**src/hdl/trc_pkg.sv**
```systemverilog
// trc_pkg: register map, field positions, reset values and prescale counts
// of the reload/capture timer. assumes a 32-bit apb slave, one word per register.
package trc_pkg;
  localparam int ADDR_W = 12;
  // register indices; byte address is four times the index
  localparam logic [7:0] IDX_MODE = 8'hC9;
  localparam logic [7:0] IDX_RCAP_LO = 8'hCA;
  localparam logic [7:0] IDX_RCAP_HI = 8'hCB;
  localparam logic [7:0] IDX_CNT_LO = 8'hCC;
  localparam logic [7:0] IDX_CNT_HI = 8'hCD;
  localparam logic [7:0] IDX_CLK_RATE = 8'hDF;
  // control and interrupt registers
  localparam logic [ADDR_W-1:0] ADDR_CTRL = 12'h400;
  localparam logic [ADDR_W-1:0] ADDR_STAT = 12'h404;
  localparam logic [ADDR_W-1:0] ADDR_CLR = 12'h408;
  localparam logic [ADDR_W-1:0] ADDR_EN = 12'h40C;
  // field positions
  localparam int MODE_DOWN_COUNT_ENABLE = 0;
  localparam int MODE_OE = 1;
  localparam int CLK_SEL = 5;
  localparam int CTRL_RUN = 0;
  localparam int CTRL_EXEN = 1;
  localparam int CTRL_CPRL = 2;
  localparam int CTRL_RXBAUD = 3;
  localparam int CTRL_TXBAUD = 4;
  localparam int CTRL_OPT12 = 5;
  localparam int STAT_OVF = 0;
  localparam int STAT_EXT = 1;
  // reset values and limits
  localparam logic [7:0] RST_BYTE = 8'h00;
  localparam logic [15:0] CNT_MAX = 16'hFFFF;
  localparam logic [3:0] PRESCALE_FAST = 4'h6;
  localparam logic [3:0] PRESCALE_SLOW = 4'hC;

  typedef enum logic {APB_IDLE, APB_ACK} trc_apb_e;

  function automatic logic [ADDR_W-1:0] trc_addr(input logic [7:0] idx);
    trc_addr = {2'b00, idx, 2'b00};
  endfunction : trc_addr
endpackage : trc_pkg

```
**src/hdl/trc_tick_if.sv**
```systemverilog
// trc_tick_if: rate select and run request to the prescaler, tick back.
// assumes both ends run on the same clock.
`timescale 1ns/100ps
interface trc_tick_if;
  logic div12;
  logic run;
  logic tick;
  modport src (input div12, input run, output tick);
  modport user (output div12, output run, input tick);
endinterface : trc_tick_if

```
**src/hdl/trc_timer.sv**
```systemverilog
// trc_timer: 16-bit reload/capture timer with apb registers and interrupt.
// assumes the trigger pin is synchronous to i_clock and apb runs on i_clock.
//
// The APB interface to the registers was left to the implementer.
`timescale 1ns/100ps
// Summary of operation
// - clock-out toggles on overflow or down-count match only while clock-out enable is set.
// - down-count enable in auto-reload mode lets the trigger pin set direction.
// - capture copies count low and high bytes into capture low and high.
// - auto-reload loads capture high and low as the 16-bit count.
// - timer clock is core clock over 6, or over 12 with clock-select set.
// - the twelve-clock option forces divide by 12, ignoring clock-select.
// - counting happens only while run is set; clearing it holds the count.
// - external enable: falling trigger edge captures or reloads per select bit, except in baud or down-count mode.
// - overflow or down-count match sets the overflow flag unless in baud mode.
module trc_timer
(
  input wire logic i_clock,
  input wire logic i_sys_rst,
  input wire logic i_psel,
  input wire logic i_penable,
  input wire logic i_pwrite,
  input wire logic [trc_pkg::ADDR_W-1:0] i_paddr,
  input wire logic [31:0] i_pwdata,
  input wire logic i_trigger_direction_pin,
  output logic o_pready,
  output logic o_pslverr,
  output logic [31:0] o_prdata,
  output logic o_clock_out,
  output logic o_irq
);
  import trc_pkg::*;

  typedef struct packed {
    trc_apb_e phase;
    logic pready;
    logic pslverr;
    logic [31:0] prdata;
    logic [1:0] mode;
    logic [15:0] rcap;
    logic [15:0] cnt;
    logic clk_sel;
    logic [5:0] ctrl;
    logic [1:0] stat;
    logic [1:0] en;
    logic trig_prev;
    logic clk_out;
    logic irq;
  } trc_state_s;

  trc_state_s q_ff;
  trc_state_s nxt_q;
  trc_tick_if tk ();

  logic wr;
  logic baud;
  logic dcm;
  logic fall;
  logic ovf;
  logic match;
  logic hit;
  logic [7:0] rd_byte;
  logic [31:0] rd_word;
  logic [1:0] set_ev;

  trc_prescaler u_prescaler
  (
    .i_clock(i_clock),
    .i_sys_rst(i_sys_rst),
    .tk(tk)
  );

  assign tk.div12 = q_ff.ctrl[CTRL_OPT12] | q_ff.clk_sel;
  assign tk.run = q_ff.ctrl[CTRL_RUN];

  always_comb
  begin
    nxt_q = q_ff;
    wr = i_psel & i_penable & i_pwrite & q_ff.pready;
    baud = q_ff.ctrl[CTRL_RXBAUD] | q_ff.ctrl[CTRL_TXBAUD];
    // direction control only in auto-reload mode
    dcm = q_ff.mode[MODE_DOWN_COUNT_ENABLE] & ~q_ff.ctrl[CTRL_CPRL] & ~baud;
    fall = q_ff.trig_prev & ~i_trigger_direction_pin;
    ovf = 1'b0;
    match = 1'b0;
    set_ev = 2'b00;
    hit = 1'b1;
    rd_byte = RST_BYTE;
    rd_word = 32'h0000_0000;
    nxt_q.trig_prev = i_trigger_direction_pin;

    // counting
    if (q_ff.ctrl[CTRL_RUN] && tk.tick)
    begin
      if (dcm && !i_trigger_direction_pin)
      begin
        if (q_ff.cnt == q_ff.rcap)
        begin
          nxt_q.cnt = CNT_MAX;
          match = 1'b1;
        end
        else
        begin
          nxt_q.cnt = q_ff.cnt - 16'h0001;
        end
      end
      else if (q_ff.cnt == CNT_MAX)
      begin
        ovf = 1'b1;
        if (q_ff.ctrl[CTRL_CPRL] && !baud)
        begin
          nxt_q.cnt = 16'h0000;
        end
        else
        begin
          nxt_q.cnt = q_ff.rcap;
        end
      end
      else
      begin
        nxt_q.cnt = q_ff.cnt + 16'h0001;
      end
    end

    // external trigger edge
    if (q_ff.ctrl[CTRL_EXEN] && fall && !dcm)
    begin
      set_ev[STAT_EXT] = 1'b1;
      if (!baud && q_ff.ctrl[CTRL_CPRL])
      begin
        nxt_q.rcap = q_ff.cnt;
      end
      else if (!baud)
      begin
        nxt_q.cnt = q_ff.rcap;
      end
    end

    set_ev[STAT_OVF] = (ovf | match) & ~baud;
    if (q_ff.mode[MODE_OE] && (ovf || match))
    begin
      nxt_q.clk_out = ~q_ff.clk_out;
    end

    // register read mux
    case (i_paddr)
      trc_addr(IDX_MODE): rd_byte = {6'b00_0000, q_ff.mode};
      trc_addr(IDX_RCAP_LO): rd_byte = q_ff.rcap[7:0];
      trc_addr(IDX_RCAP_HI): rd_byte = q_ff.rcap[15:8];
      trc_addr(IDX_CNT_LO): rd_byte = q_ff.cnt[7:0];
      trc_addr(IDX_CNT_HI): rd_byte = q_ff.cnt[15:8];
      trc_addr(IDX_CLK_RATE): rd_byte = {2'b00, q_ff.clk_sel, 5'b0_0000};
      ADDR_CTRL: rd_byte = {2'b00, q_ff.ctrl};
      ADDR_STAT: rd_byte = {6'b00_0000, q_ff.stat};
      ADDR_CLR: rd_byte = RST_BYTE;
      ADDR_EN: rd_byte = {6'b00_0000, q_ff.en};
      default: hit = 1'b0;
    endcase
    rd_word = {24'h00_0000, rd_byte};

    // apb: one wait state, answer from flops
    case (q_ff.phase)
      APB_IDLE:
      begin
        if (i_psel && i_penable)
        begin
          nxt_q.phase = APB_ACK;
          nxt_q.pready = 1'b1;
          nxt_q.pslverr = ~hit;
          nxt_q.prdata = i_pwrite ? 32'h0000_0000 : rd_word;
        end
      end
      APB_ACK:
      begin
        nxt_q.phase = APB_IDLE;
        nxt_q.pready = 1'b0;
        nxt_q.pslverr = 1'b0;
      end
      default:
      begin
        nxt_q.phase = APB_IDLE;
        nxt_q.pready = 1'b0;
      end
    endcase

    // register writes override counting
    if (wr)
    begin
      case (i_paddr)
        trc_addr(IDX_MODE): nxt_q.mode = i_pwdata[1:0];
        trc_addr(IDX_RCAP_LO): nxt_q.rcap[7:0] = i_pwdata[7:0];
        trc_addr(IDX_RCAP_HI): nxt_q.rcap[15:8] = i_pwdata[7:0];
        trc_addr(IDX_CNT_LO): nxt_q.cnt[7:0] = i_pwdata[7:0];
        trc_addr(IDX_CNT_HI): nxt_q.cnt[15:8] = i_pwdata[7:0];
        trc_addr(IDX_CLK_RATE): nxt_q.clk_sel = i_pwdata[CLK_SEL];
        ADDR_CTRL: nxt_q.ctrl = i_pwdata[5:0];
        ADDR_EN: nxt_q.en = i_pwdata[1:0];
        default:
        begin
        end
      endcase
    end

    // sticky status; a new event wins over a clear in the same cycle
    if (wr && i_paddr == ADDR_CLR)
    begin
      nxt_q.stat = (q_ff.stat & ~i_pwdata[1:0]) | set_ev;
    end
    else
    begin
      nxt_q.stat = q_ff.stat | set_ev;
    end
    nxt_q.irq = |(nxt_q.stat & nxt_q.en);
  end

  always_ff @(posedge i_clock)
  begin
    if (i_sys_rst)
    begin
      q_ff <= '0;
    end
    else
    begin
      q_ff <= nxt_q;
    end
  end

  assign o_pready = q_ff.pready;
  assign o_pslverr = q_ff.pslverr;
  assign o_prdata = q_ff.prdata;
  assign o_clock_out = q_ff.clk_out;
  assign o_irq = q_ff.irq;
endmodule : trc_timer

```
**src/hdl/trc_prescaler.sv**
```systemverilog
// trc_prescaler: one-cycle tick every 6 or 12 core clocks while run is high.
// assumes i_clock is the core clock and i_sys_rst is synchronous.
`timescale 1ns/100ps
module trc_prescaler
  import trc_pkg::*;
(
  input wire logic i_clock,
  input wire logic i_sys_rst,
  trc_tick_if.src tk
);
  typedef struct packed {
    logic [3:0] cnt;
    logic tick;
  } trc_psc_s;

  trc_psc_s q_ff;
  trc_psc_s nxt_q;
  logic [3:0] limit;

  always_comb
  begin
    nxt_q = q_ff;
    limit = tk.div12 ? PRESCALE_SLOW : PRESCALE_FAST;
    nxt_q.tick = 1'b0;
    if (!tk.run)
    begin
      nxt_q.cnt = 4'h0;
    end
    else if (q_ff.cnt >= limit - 4'h1)
    begin
      nxt_q.cnt = 4'h0;
      nxt_q.tick = 1'b1;
    end
    else
    begin
      nxt_q.cnt = q_ff.cnt + 4'h1;
    end
  end

  always_ff @(posedge i_clock)
  begin
    if (i_sys_rst)
    begin
      q_ff <= '0;
    end
    else
    begin
      q_ff <= nxt_q;
    end
  end

  assign tk.tick = q_ff.tick;
endmodule : trc_prescaler

```
**config.mk**
```make
export PLATFORM = sky130hd
export DESIGN_NAME = trc_timer
export DESIGN_NICKNAME = d
export VERILOG_FILES = /design/src/hdl/trc_pkg.sv /design/src/hdl/trc_tick_if.sv /design/src/hdl/trc_timer.sv /design/src/hdl/trc_prescaler.sv
export SDC_FILE = /design/constraint.sdc
export NUM_CORES = 1
export LEC_CHECK = 0
export BUFFER_PORTS_ARGS = -buffer_cell sky130_fd_sc_hd__buf_2
export CAP_MARGIN = 20
export CORE_AREA = 8 8 108 110
export DETAILED_ROUTE_END_ITERATION = 7
export DIE_AREA = 0 0 116 118
export PLACE_DENSITY = 0.72
export SETUP_SLACK_MARGIN = 0.3
export SYNTH_ARGS = -nofsm -noshare
export SYNTH_HDL_FRONTEND = slang
export SYNTH_HIERARCHICAL = 1
export SYNTH_SLANG_ARGS = --single-unit
```
**constraint.sdc**
```tcl
create_clock -name i_clock -period 4.3 [get_ports i_clock]
set_clock_uncertainty 0.15 [all_clocks]
set_input_delay 0.43 -clock i_clock [delete_from_list [all_inputs] [get_ports i_clock]]
set_output_delay 0.43 -clock i_clock [all_outputs]
set_load 0.05 [all_outputs]
```
==> results list <==
- Die Y: 118 um
* Flop pwr share: 0.455
* Via-to-Cell Ratio: 6.313
- The longest clock path from root to sink contains 2 buffers.
- Detailed Route WL: 15220 um
- Kind of end point of the critical path: flop
- In the final routed layout, each cell accounts on average for 19.68 um.
- The first global-routing pass estimated 24510 um of wire.
- Effective utilization at floorplan: 0.4871
* Maximum clock frequency: 350.3 MHz
- The tightest hold path in the finished design has a slack of 234.2 ps.
- Pin count of the biggest net entering global routing: 41
- Overflow left after global routing: 0
- Number of port buffers: 37
- The most critical setup path has its startpoint at q_ff[14].
- Power share of the combinational group: 0.091
- Instance area after placement: 4865 um^2
* Post-CTS sizing: 0
* CTS sink cnt: 64
- The min-delay analysis places its worst path in the category in2reg.
- Static leakage: 2.015 nW
- EDFF count, synth: 0
- Layout Nets: 688
* Cell with the biggest individual delay on the critical path: sky130_fd_sc_hd__dfxtp_1
* Unrepaired setup endpoints after global routing: no
- Syn avg cell area: 7.599 um^2
- TritonCTS built the clock tree.
- WS Path Type: reg2reg
- In the routed design, unresolved DRC markers number 0.
- Count of final max-slew check failures: 0
- The largest single stage delay on the critical path is 620 ps.
- Total CTS buffers: 9
- In this run the horizontal extent of the chip is 116 um.
- For this run, the total global-route usage over all layers was measured as 0.2249.
- Max Cap Violations: 0
* Fraction of synthesized cell area taken by the top area cell type: 0.2630
* Cell area after synthesis: 4871 um^2
- Final Total Pwr: 1.309 mW
- Yosys printed 6 warnings.
- Cell type with the largest total area after synthesis: sky130_fd_sc_hd__dfxtp_1
- Routability-driven placement finished with a final weighted congestion of 0.9292.
- Cell Pwr Density: 257.3 nW/um^2
* Total Die Area: 13690 um^2
* Antenna violations before repair: 0
- In the finished design, the share of the clock period the worst path needs comes to 0.6640.
* Post-synth cell types: 70
- Vias in the first global route: 4607
- Critical Path RT: 4380 ps
* Critical path fanouts, max: 11
- Total placed cells including tap cells: 757
* Sw power: 0.3639 mW
- Clock Pin Slew Worst Setup and Hold Paths: 80 ps
* Portion of total power attributed to the clock network: 0.454
* Time the worst path needs with I/O delays and setup: 2855 ps
- The core region is 10000 um^2.
* Number of hold violations in the final report: 0
* Synthesis-stage register bit count: 64
* Final HPWL from detailed placement: 10810 um
- Antenna Violating Nets Remaining: 0
- At the pin with the least slew margin, the transition time is 1119 ps.
- Buffers plus inverters on the worst setup path: 0
- The number of setup buffers added after CTS is 0.
- The pre-antenna-repair detailed-routing pass consisted of 5 iterations.
- The share of the Yosys chip area taken by registers is 0.2630.
- The clock tree synthesis step divided the H-tree into 3 levels.
- In this run the most critical hold path is launched from i_trigger_direction_pin.
- Of the total power, the share spent switching nets is 0.2780.
- Synth async-reset ratio: 0
- In this design, the largest share of critical-path delay is due to simple AND/OR/NAND/NOR gates.
* Outcome: finished clean
* Number of cells in the finished layout apart from fillers: 773
- The most used flip-flop cell after synthesis is sky130_fd_sc_hd__dfxtp_1.
* Diodes inserted: 0
* Startpoint of the worst-slack reg-to-reg timing path: q_ff[14]
- Total via count after detailed routing: 4880
- Slew HR: 0.2531
* IR Drop Worst-Case VDD: 0.0001760 V
- I/O pin count: 86
- STA classifies the critical path startpoint as a flop.
- Compared with the post-synthesis result, the final layout area differs by 4.418%.
* Library cell used as clock root buffer: sky130_fd_sc_hd__clkbuf_8
- Arrival time at the worst endpoint: 2940 ps
- Layout cells sized above 1: 0.1366
- Worst-skew pair later-pin latency: 350 ps
* Final total negative setup slack: 0 ps
- Final std cell area, no fill: 5086 um^2
- Hold Buf Count CTS: 0
- Synthesis handed over a netlist of 641 instances.
* Count of routing violations after the opening detailed-route iteration: 630
- Number of rows created at floorplan: 37
- Cell internal pwr: 0.9448 mW
* Top post-synthesis cells by area: sky130_fd_sc_hd__dfxtp_1 26%, sky130_fd_sc_hd__mux2i_1 5.8%, sky130_fd_sc_hd__buf_4 5.5%
- Setup violations remaining at the end of the flow were counted as 0.
- The signal on the critical path passes through ha_1, nand2_1, nor3_2, and2_1, o211ai_1, a221oi_1, o21ai_0.
state kept, by name, indices dropped and copies added, names as in the netlist:
name                 flops
o_clock_out              1
o_irq                    1
o_prdata                 8
o_pready                 1
o_pslverr                1
q_ff                    47
u_prescaler/q_ff         4
u_prescaler/tk.tick      1
cell usage in the layout (no fill, tap or decap), drive strengths merged, types with 8 or more instances in the layout:
cell type,instances
a211oi,19
a21oi,36
a31oi,12
and3,11
buf,39
clkbuf,10
conb,24
dfxtp,64
inv,13
mux2i,28
nand2,62
nand3,27
nor2,73
nor3,28
nor4,18
o21ai,27
or3,8
xnor2,9
xor2,21
cell type report:
class	count	area, um^2
clock buffer	10	127.6
sequential	64	1281
fill	1010	4913
timing repair buffer	39	200.2
inverter	13	48.80
clock inverter	6	93.84
tap	136	170.2
multi-input combinational	505	3164
path summary, 6_finish.rpt:
kind              depth (start not counted)           to  slack [ps]
hold reg to reg                           2  o_prdata[2]         300
setup reg to reg                          7     q_ff[21]        1450
setup / recovery                          7     q_ff[21]        1450
hold / removal                            2      q_ff[2]         230
Yosys cell counts, types with 3 or more instances:
master / instances
sky130_fd_sc_hd__inv_1: 13
sky130_fd_sc_hd__nor3_2: 5
sky130_fd_sc_hd__nor4_4: 3
sky130_fd_sc_hd__xnor2_1: 9
sky130_fd_sc_hd__a31oi_1: 12
sky130_fd_sc_hd__nand3_1: 27
sky130_fd_sc_hd__o22ai_1: 7
sky130_fd_sc_hd__buf_1: 3
sky130_fd_sc_hd__o21ai_1: 4
sky130_fd_sc_hd__or3_1: 8
sky130_fd_sc_hd__mux2_2: 7
sky130_fd_sc_hd__o211ai_1: 5
sky130_fd_sc_hd__nor2b_1: 4
sky130_fd_sc_hd__and3_1: 11
sky130_fd_sc_hd__a211oi_1: 19
sky130_fd_sc_hd__nor3_1: 23
sky130_fd_sc_hd__a21o_1: 4
sky130_fd_sc_hd__xor2_1: 21
sky130_fd_sc_hd__a221oi_1: 6
sky130_fd_sc_hd__nor2_1: 72
sky130_fd_sc_hd__nand4_1: 4
sky130_fd_sc_hd__buf_4: 36
sky130_fd_sc_hd__nor4_1: 13
sky130_fd_sc_hd__ha_1: 6
sky130_fd_sc_hd__or2_2: 5
sky130_fd_sc_hd__clkbuf_1: 27
sky130_fd_sc_hd__a21oi_1: 34
sky130_fd_sc_hd__o221ai_1: 3
sky130_fd_sc_hd__nand2_1: 62
sky130_fd_sc_hd__and2_1: 4
sky130_fd_sc_hd__dfxtp_1: 64
sky130_fd_sc_hd__mux2i_1: 28
sky130_fd_sc_hd__o21ai_0: 23
sky130_fd_sc_hd__buf_2: 16
sky130_fd_sc_hd__o31ai_1: 3
sky130_fd_sc_hd__o2bb2ai_1: 4
sky130_fd_sc_hd__a211o_1: 7
layer usage:
metal	GRT usage	share of wire	wire, um	up-vias
met5	0	0	0	-
met1	0.2865	0.41	6244	2311
met3	0.05747	0.093	1418	53
met4	0.09895	0.040	604	0
met2	0.3463	0.46	6949	276
li1	-	-	-	2240
power by group through the flow:
stage / Sequential [mW] / Clock, mW / Combinational [mW]
2_1_floorplan: 0.614 / 0 / 0.0969
3_3_place_gp: 0.609 / 0 / 0.115
3_5_place_dp: 0.610 / 0 / 0.116
4_1_cts: 0.596 / 0.601 / 0.116
5_1_grt: 0.596 / 0.623 / 0.124
6_report: 0.596 / 0.594 / 0.119
metrics by stage:
stage	setup slack, ps	utilization
finish	1445	0.5086
global route	1305	0.5086
CTS	1563	0.5086
detailed placement	1550	0.4865
global placement	1604	0.4865
floorplan	2050	-
logic make-up after synthesis:
group,Yosys count,synth area share
compound gates,151,0.2091
xor+xnor,30,0.05394
fa+ha+maj,6,0.01541
buf+inv,95,0.1051
flops,64,0.2630
mux,35,0.07372
other cells,1,0.0007699
simple gates,259,0.2790
No activity file was read; power rests on OpenSTA's default activity.
